[src/common/hrwh_pkg.sv]
// constants, types and wait lookups for the host-side port sequencer
// assumes a 250 MHz host clock and a 16-bit asynchronous sram-like device
package hrwh_pkg;

  localparam int CLK_PERIOD_NS = 4;

  // least times round up to whole clock cycles
  function automatic int ns_cyc_up(input int ns);
    return (ns + CLK_PERIOD_NS - 1) / CLK_PERIOD_NS;
  endfunction

  // pin cycle timing
  localparam int T_CSL_NS = 32;
  localparam int T_CSH_NS = 13;
  localparam int T_CSDV_NS = 30;
  localparam int T_CYCLE_NS = 45;
  localparam int SYNC_STAGES = 3;
  localparam logic [3:0] RD_LOW_CYC =
    4'(ns_cyc_up(T_CSDV_NS) + SYNC_STAGES);
  localparam logic [3:0] WR_LOW_CYC = 4'(ns_cyc_up(T_CSL_NS));
  localparam logic [3:0] REL_CYC = 4'(ns_cyc_up(T_CSH_NS));

  // read-after-write waits
  localparam int WAIT_CTRL_NS = 45;
  localparam int WAIT_ISTS_NS = 90;
  localparam int WAIT_MID_NS = 135;
  localparam int WAIT_FRUN_NS = 180;
  localparam int WAIT_PMT_NS = 315;
  localparam logic [6:0] WAIT_NONE_CYC = 7'h00;
  localparam logic [6:0] WAIT_CTRL_CYC = 7'(ns_cyc_up(WAIT_CTRL_NS));
  localparam logic [6:0] WAIT_ISTS_CYC = 7'(ns_cyc_up(WAIT_ISTS_NS));
  localparam logic [6:0] WAIT_MID_CYC = 7'(ns_cyc_up(WAIT_MID_NS));
  localparam logic [6:0] WAIT_FRUN_CYC = 7'(ns_cyc_up(WAIT_FRUN_NS));
  localparam logic [6:0] WAIT_PMT_CYC = 7'(ns_cyc_up(WAIT_PMT_NS));
  localparam logic [6:0] ELAPSED_MAX = WAIT_PMT_CYC;
  localparam logic [2:0] DUMMY_MAX = 3'h7;

  // register index = address bits [6:1]; half select is bit 0
  localparam logic [5:0] IDX_CHIP_ID = 6'h00;
  localparam logic [5:0] IDX_IRQ_CFG = 6'h01;
  localparam logic [5:0] IDX_INTERRUPT_STATUS_REG = 6'h02;
  localparam logic [5:0] IDX_INT_EN = 6'h03;
  localparam logic [5:0] IDX_ENDIAN = 6'h04;
  localparam logic [5:0] IDX_FIFO_INT = 6'h05;
  localparam logic [5:0] IDX_RX_CFG = 6'h06;
  localparam logic [5:0] IDX_TX_CFG = 6'h07;
  localparam logic [5:0] IDX_HARDWARE_CONFIG = 6'h08;
  localparam logic [5:0] IDX_RX_DP = 6'h09;
  localparam logic [5:0] IDX_RX_INFO = 6'h0A;
  localparam logic [5:0] IDX_TX_INFO = 6'h0B;
  localparam logic [5:0] IDX_PMT = 6'h0C;
  localparam logic [5:0] IDX_GPIO = 6'h0D;
  localparam logic [5:0] IDX_GP_TIMER_CONFIG = 6'h0E;
  localparam logic [5:0] IDX_GP_TIMER_COUNT = 6'h0F;
  localparam logic [5:0] IDX_WSWAP = 6'h10;
  localparam logic [5:0] IDX_FREE_RUN = 6'h11;
  localparam logic [5:0] IDX_RX_DROP = 6'h12;
  localparam logic [5:0] IDX_MAC_CMD = 6'h13;
  localparam logic [5:0] IDX_MAC_DATA = 6'h14;
  localparam logic [5:0] IDX_FLOW = 6'h15;
  localparam logic [5:0] IDX_EE_CMD = 6'h16;
  localparam logic [5:0] IDX_EE_DATA = 6'h17;
  localparam logic [5:0] IDX_TX_FIFO = 6'h18;

  // wait in cycles before reading a register, keyed on the read target
  function automatic logic [6:0] wait_cyc(input logic [5:0] idx);
    case (idx)
      IDX_CHIP_ID, IDX_ENDIAN, IDX_RX_INFO, IDX_RX_DROP:
        wait_cyc = WAIT_NONE_CYC;
      IDX_INT_EN, IDX_FIFO_INT, IDX_RX_CFG, IDX_TX_CFG, IDX_HARDWARE_CONFIG,
      IDX_RX_DP, IDX_GPIO, IDX_GP_TIMER_CONFIG, IDX_WSWAP, IDX_MAC_CMD,
      IDX_MAC_DATA, IDX_FLOW, IDX_EE_CMD, IDX_EE_DATA:
        wait_cyc = WAIT_CTRL_CYC;
      IDX_IRQ_CFG: wait_cyc = WAIT_MID_CYC;
      IDX_INTERRUPT_STATUS_REG: wait_cyc = WAIT_ISTS_CYC;
      IDX_PMT: wait_cyc = WAIT_PMT_CYC;
      IDX_FREE_RUN: wait_cyc = WAIT_FRUN_CYC;
      IDX_GP_TIMER_COUNT: wait_cyc = WAIT_MID_CYC;
      IDX_TX_INFO: wait_cyc = WAIT_MID_CYC;
      default: wait_cyc = WAIT_PMT_CYC; // unknown: take the worst case
    endcase
  endfunction

  // dummy endian reads that stand in for the same wait
  function automatic logic [2:0] dummy_cnt(input logic [5:0] idx);
    case (idx)
      IDX_CHIP_ID, IDX_ENDIAN, IDX_RX_INFO, IDX_RX_DROP:
        dummy_cnt = 3'h0;
      IDX_IRQ_CFG, IDX_GP_TIMER_COUNT, IDX_TX_INFO:
        dummy_cnt = 3'h3;
      IDX_INTERRUPT_STATUS_REG: dummy_cnt = 3'h2;
      IDX_PMT: dummy_cnt = 3'h7;
      IDX_FREE_RUN: dummy_cnt = 3'h4;
      IDX_INT_EN, IDX_FIFO_INT, IDX_RX_CFG, IDX_TX_CFG, IDX_HARDWARE_CONFIG,
      IDX_RX_DP, IDX_GPIO, IDX_GP_TIMER_CONFIG, IDX_WSWAP, IDX_MAC_CMD,
      IDX_MAC_DATA, IDX_FLOW, IDX_EE_CMD, IDX_EE_DATA:
        dummy_cnt = 3'h1;
      default: dummy_cnt = DUMMY_MAX;
    endcase
  endfunction

  // user command: one 16-bit access
  typedef struct packed {
    logic write;
    logic [6:0] addr;
    logic [15:0] data;
  } hrwh_cmd_t;

  // device-facing pins, all registered
  typedef struct packed {
    logic chip_select_n;
    logic read_strobe_n;
    logic write_strobe_n;
    logic [6:0] addr;
    logic [15:0] dq_out;
    logic dq_oe;
  } hrwh_pins_t;

  localparam hrwh_pins_t PINS_IDLE = '{
    chip_select_n: 1'b1, read_strobe_n: 1'b1, write_strobe_n: 1'b1,
    addr: 7'h00, dq_out: 16'h0000, dq_oe: 1'b0};

  typedef enum logic [4:0] {
    ST_IDLE = 5'h01,
    ST_HOLD = 5'h02,
    ST_SETUP = 5'h04,
    ST_ASSERT = 5'h08,
    ST_RELEASE = 5'h10
  } hrwh_state_t;

endpackage

[src/rtl/hrwh_host.sv]
// host-side sequencer driving an sram-like 16-bit device port
// assumes user logic on clk_in; device pins are asynchronous to it
module hrwh_host
  import hrwh_pkg::*;
(
  // clock and reset
  input wire logic clk_in,
  input wire logic sys_rst_in,
  // user command side
  input wire logic cmd_valid_in,
  input wire hrwh_cmd_t cmd_in,
  input wire logic dummy_mode_in,
  output logic cmd_ready_out,
  output logic rsp_valid_out,
  output logic [15:0] rsp_data_out,
  output logic [2:0] dummy_reads_out,
  // device pins
  output hrwh_pins_t pins_out,
  input wire logic [15:0] dq_in
);

  // read data synchroniser state
  logic [15:0] dq_s1;
  logic [15:0] dq_s2;
  logic [15:0] dq_s3;
  logic [15:0] next_dq_s1;
  logic [15:0] next_dq_s2;
  logic [15:0] next_dq_s3;

  // sequencer state
  hrwh_state_t state;
  hrwh_state_t next_state;
  hrwh_cmd_t cmd;
  hrwh_cmd_t next_cmd;
  hrwh_pins_t pins;
  hrwh_pins_t next_pins;
  logic [3:0] phase;
  logic [3:0] next_phase;
  logic is_dummy;
  logic next_is_dummy;
  logic since_wr;
  logic next_since_wr;
  logic [6:0] elapsed;
  logic [6:0] next_elapsed;
  logic [2:0] ndummy;
  logic [2:0] next_ndummy;
  logic ready;
  logic next_ready;
  logic rsp_valid;
  logic next_rsp_valid;
  logic [15:0] rsp_data;
  logic [15:0] next_rsp_data;
  logic [2:0] dummy_reads;
  logic [2:0] next_dummy_reads;

  // wait decision terms for the held command
  logic sat_time;
  logic sat_dummy;

  // three-stage chain; only stages two and three are compared
  always_comb begin
    next_dq_s1 = dq_in;
    next_dq_s2 = dq_s1;
    next_dq_s3 = dq_s2;
  end

  always_ff @(posedge clk_in) begin
    if (sys_rst_in) begin
      dq_s1 <= 16'h0000;
      dq_s2 <= 16'h0000;
      dq_s3 <= 16'h0000;
    end else begin
      dq_s1 <= next_dq_s1;
      dq_s2 <= next_dq_s2;
      dq_s3 <= next_dq_s3;
    end
  end

  // wait is keyed on the register about to be read
  always_comb begin
    sat_time = !since_wr || (elapsed >= wait_cyc(cmd.addr[6:1]));
    sat_dummy = since_wr && (ndummy >= dummy_cnt(cmd.addr[6:1]));
  end

  // access sequencing
  always_comb begin
    next_state = state;
    next_cmd = cmd;
    next_pins = pins;
    next_phase = phase;
    next_is_dummy = is_dummy;
    next_since_wr = since_wr;
    next_ndummy = ndummy;
    next_ready = ready;
    next_rsp_valid = 1'b0;
    next_rsp_data = rsp_data;
    next_dummy_reads = dummy_reads;
    // time since the last write, saturating at the longest wait
    next_elapsed = (elapsed < ELAPSED_MAX) ? 7'(elapsed + 7'h01) : elapsed;
    case (state)
      ST_IDLE: begin
        if (cmd_valid_in) begin
          next_cmd = cmd_in;
          next_ready = 1'b0;
          next_dummy_reads = 3'h0;
          next_state = ST_HOLD;
        end
      end
      ST_HOLD: begin
        // writes never wait; reads wait for time or enough dummies
        if (cmd.write || sat_time || (dummy_mode_in && sat_dummy)) begin
          next_pins.addr = cmd.addr;
          next_pins.dq_out = cmd.data;
          next_pins.dq_oe = cmd.write;
          next_is_dummy = 1'b0;
          next_state = ST_SETUP;
        end else if (dummy_mode_in) begin
          // slow dummy cycles end the wait early once time is met
          next_pins.addr = {IDX_ENDIAN, 1'b0};
          next_pins.dq_oe = 1'b0;
          next_is_dummy = 1'b1;
          next_state = ST_SETUP;
        end
      end
      ST_SETUP: begin
        // address and write data settle one cycle ahead of the strobes
        next_pins.chip_select_n = 1'b0;
        next_pins.read_strobe_n = cmd.write && !is_dummy;
        next_pins.write_strobe_n = !(cmd.write && !is_dummy);
        next_phase = 4'h0;
        next_state = ST_ASSERT;
      end
      ST_ASSERT: begin
        next_phase = 4'(phase + 4'h1);
        if (!pins.write_strobe_n) begin
          if (phase >= 4'(WR_LOW_CYC - 4'h1)) begin
            next_pins.chip_select_n = 1'b1;
            next_pins.write_strobe_n = 1'b1;
            next_phase = 4'h0;
            // restart the hold-off at the end of every write
            next_since_wr = 1'b1;
            next_elapsed = 7'h00;
            next_ndummy = 3'h0;
            next_state = ST_RELEASE;
          end
        end else if ((phase >= 4'(RD_LOW_CYC - 4'h1)) &&
                     (dq_s2 == dq_s3)) begin
          // the bus is held until two stages agree, so data is settled
          if (!is_dummy) begin
            next_rsp_data = dq_s3;
          end
          next_pins.chip_select_n = 1'b1;
          next_pins.read_strobe_n = 1'b1;
          next_phase = 4'h0;
          next_state = ST_RELEASE;
        end
      end
      ST_RELEASE: begin
        next_phase = 4'(phase + 4'h1);
        if (phase >= 4'(REL_CYC - 4'h1)) begin
          next_pins.dq_oe = 1'b0;
          if (is_dummy) begin
            if (ndummy < DUMMY_MAX) begin
              next_ndummy = 3'(ndummy + 3'h1);
            end
            if (dummy_reads < DUMMY_MAX) begin
              next_dummy_reads = 3'(dummy_reads + 3'h1);
            end
            next_state = ST_HOLD;
          end else begin
            next_rsp_valid = 1'b1;
            next_ready = 1'b1;
            next_state = ST_IDLE;
          end
        end
      end
      default: begin
        next_pins = PINS_IDLE;
        next_ready = 1'b1;
        next_state = ST_IDLE;
      end
    endcase
  end

  // register the sequencer state
  always_ff @(posedge clk_in) begin
    if (sys_rst_in) begin
      state <= ST_IDLE;
      cmd <= '0;
      pins <= PINS_IDLE;
      phase <= 4'h0;
      is_dummy <= 1'b0;
      since_wr <= 1'b0;
      elapsed <= 7'h00;
      ndummy <= 3'h0;
      ready <= 1'b1;
      rsp_valid <= 1'b0;
      rsp_data <= 16'h0000;
      dummy_reads <= 3'h0;
    end else begin
      state <= next_state;
      cmd <= next_cmd;
      pins <= next_pins;
      phase <= next_phase;
      is_dummy <= next_is_dummy;
      since_wr <= next_since_wr;
      elapsed <= next_elapsed;
      ndummy <= next_ndummy;
      ready <= next_ready;
      rsp_valid <= next_rsp_valid;
      rsp_data <= next_rsp_data;
      dummy_reads <= next_dummy_reads;
    end
  end

  // outputs come straight from flip-flops
  assign cmd_ready_out = ready;
  assign rsp_valid_out = rsp_valid;
  assign rsp_data_out = rsp_data;
  assign dummy_reads_out = dummy_reads;
  assign pins_out = pins;

endmodule

[config.mk]
export PLATFORM = sky130hd
export DESIGN_NAME = hrwh_host
export DESIGN_NICKNAME = d
export VERILOG_FILES = /design/src/common/hrwh_pkg.sv /design/src/rtl/hrwh_host.sv
export SDC_FILE = /design/constraint.sdc
export NUM_CORES = 1
export LEC_CHECK = 0
export ABC_AREA = 1
export BUFFER_PORTS_ARGS = -buffer_cell sky130_fd_sc_hd__buf_2
export CORE_MARGIN = 2
export CORE_UTILIZATION = 35
export DETAILED_ROUTE_END_ITERATION = 16
export GPL_TIMING_DRIVEN = 0
export PLACE_DENSITY_LB_ADDON = 0.1
export SYNTH_ARGS = -nofsm -noshare
export SYNTH_HDL_FRONTEND = slang
export SYNTH_SLANG_ARGS = --single-unit
[constraint.sdc]
create_clock -name clk_in -period 2.64 [get_ports clk_in]
set_clock_uncertainty 0.1 [all_clocks]
set_input_delay 0.132 -clock clk_in [delete_from_list [all_inputs] [get_ports clk_in]]
set_output_delay 0.132 -clock clk_in [all_outputs]
set_load 0.02 [all_outputs]
=== After elaboration in Yosys (flattened, before gate mapping) ===
Memories as Yosys holds them, arrays and structs flattened. A register that Yosys moved wholly into a read port is not among the register bits.
Index checks and enable logic that the tools add are counted.

* Flip-flop bits (word level): 141
* Memory bits (read-only): 320
* Input bits: 44
* Output and inout bits: 48
* Word-level logic and storage cells: 152
* Memories kept: 2

* $add $sub $neg: 4
* Order comparisons: 8
* Equal/unequal tests: 20
* Multiplexer cells: 56
* Bitwise gates (word level): 8
* Reductions and logical operators: 32

{| class="wikitable"
|+ Memory list
! memory !! depth !! bits a word !! rd ports !! clocked after memory_dff !! write ports !! line !! text
|-
| (no name shown) || 32 || 7 || 1 || 1 || 0 || hrwh_pkg.sv:67 || <nowiki>case (idx)</nowiki>
|-
| (no name shown) || 32 || 3 || 1 || 1 || 0 || hrwh_pkg.sv:86 || <nowiki>case (idx)</nowiki>
|}

{| class="wikitable"
|+ Operator list
! operator !! number
|-
| $mux 5 || 11
|-
| $mux 7 || 7
|-
| $pmux 23 s2 || 1
|-
| $mux 3 || 10
|-
| $pmux 5 s5 || 1
|-
| $ne 2x2->1 const B || 11
|-
| $eq 16x16->1 || 1
|-
| $mux 16 || 1
|-
| $mux 1 || 14
|-
| $mux 4 || 3
|-
| $pmux 3 s2 || 2
|-
| $pmux 4 s3 || 1
|-
| $reduce_and 3->1 || 4
|-
| $reduce_or 3->1 || 4
|-
| $reduce_and 5->1 || 2
|-
| $ne 3x3->1 const B || 3
|-
| $pmux 3 s3 || 1
|-
| $not 1->1 || 8
|-
| $reduce_and 2->1 || 4
|-
| $reduce_and 4->1 || 2
|-
| $add 7x1->7 const B || 1
|-
| $ge 7x7->1 || 1
|-
| $lt 7x7->1 const B || 1
|-
| $add 3x1->3 const B || 2
|-
| 20 further kinds || 32
|}

=== Longest topological paths before layout ===
Gate-level depths: netlist (run 1).

* Word-level depth: 7
* Mapped depth: 15
* Mapped depth without buffers: 15

=== Worst setup path before layout (run 1) ===
Ideal clock, no wire load.

* Path kind: reg2reg
* Start point: register cmd[22] in the netlist's numbering
* End point: register pins (netlist bit pins_out[10])
* Library setup time: 0.071 ns
* Arrival time: 1.880 ns
* Required time: 2.469 ns
* Path slack: 0.589 ns
* Cell stages (with the launch flop): 15
* Path buffers: 1
* Period minus slack after synthesis: 2.051 ns
* Cell sequence: dfxtp_1 -> or2_2 -> ha_1 -> inv_1 -> nand2_1 -> nand2_1 -> nand2_1 -> nand3_1 -> nand2_1 -> nand2_1 -> nand3_2 -> nand2_4 -> buf_6 -> nand3_2 -> a21oi_2

* Word-level cells in the longest chain between the ends: 7
* Elaborated cells between the ends (all ways): 11
* Classes of those cells: order compare (2); eq/ne (1); mux (2); reduce/logical (6)

{| class="wikitable"
|+ Ends and longest elaborated chain
! item !! line !! text
|-
| from (decl) || hrwh_host.sv:33 || <nowiki>hrwh_cmd_t cmd;</nowiki>
|-
| from (signal assigned) || hrwh_host.sv:202 || <nowiki>cmd <= next_cmd;</nowiki>
|-
| $mux 7 or $mux 3 (tied branches) || hrwh_pkg.sv:67, hrwh_pkg.sv:86 ||
|-
| $ge 7x7->1 or $ge 3x3->1 (tied branches) || hrwh_host.sv:81, hrwh_host.sv:82 ||
|-
| $logic_or 1x1->1 or $logic_and 1x1->1 (tied branches) || hrwh_host.sv:81, hrwh_host.sv:82 ||
|-
| $logic_or 1x1->1 or $logic_and 1x1->1 (tied branches) || hrwh_host.sv:111 || <nowiki>if (cmd.write || sat_time || (dummy_mode_in && sat_dummy)) begin</nowiki>
|-
| $logic_or 1x1->1 * || hrwh_host.sv:111 ||
|-
| $ne 2x2->1 (no line) * || - ||
|-
| $reduce_and 2->1 (no line) * || - ||
|-
| to (signal assigned) || hrwh_host.sv:203 || <nowiki>pins <= next_pins;</nowiki>
|-
| to (decl) || hrwh_host.sv:35 || <nowiki>hrwh_pins_t pins;</nowiki>
|}

Mark *: on every way between the ends. The rest lies on a longest branch, timed or not.
A chain may end at the register's enable or synchronous reset.

=== Final worst setup path (run 1) ===
* Start point: register cmd[22] in the netlist's numbering
* End point: register pins (netlist bit pins_out[16])

The elaborated chain is that of the path after synthesis.

==> out/qor.csv, run 1 <==
metric,value,unit
outcome,"complete, no violations",
rows,50,
firstDrtPassIters,4,
intPower,4092,µW
synthXorXnorAreaFrac,1.067,%
yosysTopAreaCellShare,45.74,%
holdBufCountCts,35,
fin_ws,0.2263,ns
yosysUniqueCellTypes,39,
syn_nets,951,
syn2layout_area_growth,25.14,%
wl,15910,µm
r2r_slack,0.23,ns
setup-violations-final,0,
fin_hold_ws,0.009842,ns
min_from,cmd_in[20],
ys_seq_elements,150,
final.min_clock_period,2.414,ns
synth_edf_count,0,
grt_max_degree,17,
synth_area,0.006565,mm²
start_kind,register,
cts_tree,yes,
initial_utilization,35.33,%
core,0.01858,mm²
slew_viol_final,0,
combPwrFrac,18.5,%
switchingPower,1850,µW
seq_power_share,42.9,%
synth_warnings,0,
hp-class,in2reg,
switching_share,31.13,%
clockBufferDepth,2,
drc,0,
fin_crit_sh,91.43,%
n_fill_cell,1949,
clock_latency,0.41,ns
ys.flop_type,dfxtp_1,
drive_above_1_share,18.74,%
port_buffers,90,
r2r-start,cmd[22],
final_area,0.008215,mm²
final-seq-area,0.003003,mm²
synth_adder_area_share,3.431,%
ctsResizeCount,0,
power.leakage,0.004000,µW
syn_inst,889,
die_h,141.0,µm
worst-setup-path-type,reg2reg,
pre_cts_ws,0.02199,ns
nNetsFinal,1095,
wl_per_cell,12.43,µm
cts_setup_buffers,0,
tightest_slew,0.7454,ns
overflow,0,
rr_endpoint,pins_out[16],
multi_input_area,0.002923,mm²
setup-tns-final,0,ns
synth_compound_area_share,7.223,%
slew_headroom,50.31,%
synth_top_family_by_area,simple AND/OR/NAND/NOR gates,
avgViaCountPerCell,4.373,
drt_iter0_markers,270,
clock_power_share,38.6,%
grt_pass1_vias,5300,
power.total,5942,µW
grt_pass1_wl,26070,µm
holdPathStages,3,
place.gp.congestion,0.7996,
maxCapViolCount,0,
synthMuxAreaShare,0,%
worstPathRequired,2.89,ns
synth.avg_cell_area,7.385,µm²
finalHoldViolCount,0,
end_kind,register,
ios,92,
dp_hpwl,11770,µm
worst-path-max-fanout,10,
cts_made_buffers,17,
grt.total_usage,16.38,%
dpl_cell_area,0.007308,mm²
synth_simple_gate_area_share,32.80,%
cts.sinks,150,
rr_worst_depth,14,
yosys-top-cells-area,"dfxtp_1 46%, nand2_1 10%, nor2_1 9.8%",
met1_length,8460,µm
fmax,0.4143,GHz
powerDensity,723.3,mW/mm²
synth_common_cells,"175 x nand2_1, 171 x nor2_1, 150 x dfxtp_1, 124 x inv_1, 59 x nand3_1",
wl_met3,497,µm
path_clk_slew,0.06,ns
whs_endpoint,cmd[20],
cp.arrival,2.66,ns
dieArea,0.01987,mm²
grt_setup_unrepaired,false,
die_w,141.0,µm
highest_layer,met4,
route.met2.wl,6843,µm
root_buffer,clkbuf_16,
synthArstFlopShare,0,%
synth_top_cell_by_area,dfxtp_1,
antenna_found_initial,0,
ir_drop,0.4927,mV
vias,5597,
seq_area_frac_synth,45.74,%
ant_nets,0,
synth_most_common_cell,nand2_1,
antenna_cells,0,
htreeDepth,4,
-- through the flow --
| stage | util [%] | instances |
|---|---|---|
| global placement | 39.33 | 1213 |
| detailed placement | 39.33 | 1213 |
| finish | 44.22 | 1280 |
| floorplan | - | 889 |
| CTS | 44.22 | 1280 |
| global route | 44.22 | 1280 |
-- placed cells by master, fill, tap and decap left out, types with 9 or more instances in the layout --
| master | netlist | routed |
|---|---|---|
| nand2_1 | 175 | 175 |
| clkbuf_16 | 0 | 17 |
| nand3_2 | 12 | 12 |
| nand4_1 | 9 | 9 |
| o21ai_0 | 31 | 31 |
| dlygate4sd3_1 | 0 | 35 |
| inv_1 | 124 | 124 |
| a21oi_2 | 10 | 10 |
| buf_2 | 7 | 97 |
| clkbuf_1 | 16 | 16 |
| nor2_1 | 171 | 171 |
| ha_1 | 18 | 18 |
| a21oi_1 | 33 | 33 |
| nand3_1 | 59 | 59 |
| dfxtp_1 | 150 | 150 |
| inv_2 | 11 | 11 |
-- layout make-up --
class | count | share of cell area [%]
flip-flops and latches | 150 | 36.55
multi-input cells | 576 | 35.58
repair buffers | 125 | 9.747
inverters | 135 | 6.168
clock buffers | 18 | 5.346
well taps | 234 | 3.564
plain buffers | 28 | 1.614
clock inverters | 14 | 1.432
-- critical path, stage by stage (launching register included) --
cell	delay, ns
dfxtp_1	0.40
or2_2	0.34
ha_1	0.27
inv_1	0.07
nand2_1	0.05
nand2_1	0.05
nand2_1	0.04
nand3_1	0.06
nand2_1	0.06
nand2_1	0.14
nand3_2	0.22
nand2_4	0.17
buf_6	0.18
nand3_2	0.08
a21oi_2	0.11
-- worst max-delay path by stage --
| stage | startpoint | depth (start not counted) | end |
|---|---|---|---|
| global route | cmd[22] | 14 | pins_out[8] |
| detailed placement | sys_rst_in | 11 | register |
| floorplan | cmd[22] | 14 | pins_out[10] |
| finish | cmd[22] | 14 | pins_out[16] |
| CTS | cmd[22] | 14 | pins_out[16] |
| global placement | sys_rst_in | 13 | register |
-- power by group through the flow --
stage | registers [µW] | clock network, µW | logic (µW)
after floorplan | 2610 | 0 | 764
after global placement | 2600 | 0 | 1070
after detailed placement | 2600 | 0 | 1070
after CTS | 2550 | 2350 | 1110
after global routing | 2570 | 2450 | 1260
final | 2550 | 2290 | 1100
-- flip-flops by register name, indices dropped and copies added (netlist names), named ones only --
name	cells
dummy_reads_out	3
cmd	24
cmd_ready_out	1
rsp_data_out	16
rsp_valid_out	1
elapsed	7
is_dummy	1
dq_s1	16
since_wr	1
phase	4
ndummy	3
dq_s2	16
state	5
pins_out	27
dq_s3	16
-- cell families (layout without fill, tap and decap cells) --
kind of cell               count (synthesis)  after routing
AOI/OAI and AO/OA                         83             83
xor gates and xnor gates                   8              8
adders and majority gates                 18             18
buffers and inverters                    163            320
DFF                                      150            150
and+or+nand+nor                          467            467
-- metal layers --
metal | vias up | GRT usage, %
li1 | 3040 | -
met1 | 2482 | 23.21
met2 | 68 | 25.39
met3 | 7 | 4.144
met4 | 0 | 3.263
met5 | - | 0
No activity file was read; power rests on OpenSTA's default activity.
==> run 2: changes to the inputs <==
--- a/config.mk
+++ b/config.mk
@@ -8,7 +8,7 @@
 export ABC_AREA = 1
 export BUFFER_PORTS_ARGS = -buffer_cell sky130_fd_sc_hd__buf_2
 export CORE_MARGIN = 2
-export CORE_UTILIZATION = 35
+export CORE_UTILIZATION = 57
 export DETAILED_ROUTE_END_ITERATION = 16
 export GPL_TIMING_DRIVEN = 0
 export PLACE_DENSITY_LB_ADDON = 0.1
==> out/qor.csv, run 2 (synthesized netlist as in run 1, its figures left out) <==
metric,value,unit,change
nNetsFinal,1096,,was 1095
grt.total_usage,24.28,%,was 16.38%
cts_made_buffers,17,,unchanged
drc,0,,unchanged
avgViaCountPerCell,4.843,,was 4.373
holdBufCountCts,36,,was 35
ios,92,,unchanged
dp_hpwl,10380,µm,was 11770 µm
htreeDepth,4,,unchanged
switching_share,29.72,%,was 31.13%
utilization,71.79,%,was 44.22%
wl,14690,µm,was 15910 µm
setup-violations-final,0,,unchanged
grt_pass1_wl,24260,µm,was 26070 µm
rr_worst_depth,14,,unchanged
overflow,0,,unchanged
finalHoldViolCount,0,,unchanged
worst-path-max-fanout,10,,unchanged
port_buffers,90,,unchanged
path_clk_slew,0.06,ns,about the same
worstPathRequired,2.91,ns,was 2.89 ns
largest_reg_flops,27,,unchanged
seq_power_share,42.7,%,was 42.9%
drive_above_1_share,18.72,%,was 18.74%
clockBufferDepth,2,,unchanged
core,0.01132,mm²,was 0.01858 mm²
fmax,0.4200,GHz,was 0.4143 GHz
start_kind,register,,unchanged
slew_headroom,53.38,%,was 50.31%
syn2layout_area_growth,23.80,%,was 25.14%
ir_drop,0.7856,mV,was 0.4927 mV
holdPathStages,4,,was 3
slowest_delay,0.39,ns,was 0.40 ns
grt_setup_unrepaired,false,,unchanged
switchingPower,1774,µW,was 1850 µW
antenna_cells,0,,unchanged
die_w,111.3,µm,was 141.0 µm
die_h,111.3,µm,was 141.0 µm
power.leakage,0.004021,µW,was 0.004000 µW
fin_crit_sh,90.20,%,was 91.43%
root_buffer,clkbuf_16,,unchanged
initial_utilization,57.99,%,was 35.33%
n_fill_cell,946,,was 1949
grt_max_degree,17,,unchanged
hp-class,in2reg,,unchanged
clock_latency,0.43,ns,was 0.41 ns
final_cell_mix,"175 x nand2_1, 171 x nor2_1, 150 x dfxtp_1",,unchanged
cts.sinks,150,,unchanged
rows,39,,was 50
cpMaxStageDelayCell,dfxtp_1,,unchanged
cp.arrival,2.65,ns,was 2.66 ns
ant_nets,0,,unchanged
layout_commonest_cell,nand2_1,,unchanged
dieArea,0.01239,mm²,was 0.01987 mm²
worst-setup-path-type,reg2reg,,unchanged
maxCapViolCount,0,,unchanged
intPower,4196,µW,was 4092 µW
antenna_found_initial,0,,unchanged
outcome,"complete, no violations",,unchanged
setup-tns-final,0,ns,unchanged
vias,5763,,was 5597
cts_tree,yes,,unchanged
path_common_cell,nand2_1,,unchanged
drt_iter0_markers,383,,was 270
slew_viol_final,0,,unchanged
final.min_clock_period,2.381,ns,was 2.414 ns
firstDrtPassIters,5,,was 4
clock_power_share,39.0,%,was 38.6%
wl_per_cell,12.34,µm,was 12.43 µm
layout.cells.non_filler,1190,,was 1280
ctsResizeCount,0,,unchanged
combPwrFrac,18.4,%,was 18.5%
tightest_slew,0.6992,ns,was 0.7454 ns
end_kind,register,,unchanged
place.gp.congestion,0.8536,,was 0.7996
dp.cells,1122,,was 1213
grt_pass1_vias,5244,,was 5300
powerDensity,734.5,mW/mm²,was 723.3 mW/mm²
crit_chain,"or2_2, ha_1, inv_1, nand2_1, nand2_1, nand2_1, nand3_1, nand2_1, nand2_1, nand3_2, nand2_4, buf_6, nand3_2, a21oi_2",,unchanged
cts_setup_buffers,0,,unchanged
run 2: per-stage QoR:
stage	total power [µW]	setup WS, ns	area [µm²]	hold slack (ns)
after floorplan	3370	0.5895	6565	0.1390
after global placement	3626	0.08806	7194	0.2304
after detailed placement	3643	0.08485	7194	0.2370
after CTS	6002	0.2622	8128	0.001845
after global routing	6251	0.02605	8128	0.03009
final	5970	0.2588	8128	0.01831
run 2: metal layers:
layer,GRT usage (%),share of wire [%]
met5,0,0
met4,9.136,1.8
met3,5.522,4.3
met2,38.17,44
met1,32.86,49
run 2: worst max-delay path: cells and delay by family (launching register included):
kind,cells,cell delay [ns]
adders and majority gates,1,0.27
AOI/OAI and AO/OA,1,0.11
buffers and inverters,2,0.25
and+or+nand+nor,10,1.20
DFF,1,0.39
run 2: power by group through the flow:
| stage | sequential [µW] | clock (µW) | combinational, µW |
|---|---|---|---|
| after floorplan | 2610 | 0 | 764 |
| after global placement | 2590 | 0 | 1030 |
| after detailed placement | 2590 | 0 | 1050 |
| after CTS | 2550 | 2360 | 1100 |
| after global routing | 2570 | 2460 | 1230 |
| final | 2550 | 2330 | 1100 |
run 2: final timing paths:
kind	endpoint	start	slack, ns
worst max-delay path	pins_out[13]	cmd[22]	0.26
worst min-delay path	state[0]	cmd_valid_in	0.02
worst max register to register	pins_out[13]	cmd[22]	0.26
worst min register to register	dq_s2[10]	dq_s1[10]	0.30
run 2: area by class of cell:
type,instances,area (µm²),share of cell area [%]
buffer,28,132.6,1.632
timing repair buffer,126,810.8,9.975
sequential,150,3003,36.95
inverter,135,506.7,6.235
clock inverter,13,120.1,1.478
clock buffer,19,452.9,5.573
multi-input combinational,576,2923,35.96
tap,143,178.9,2.201
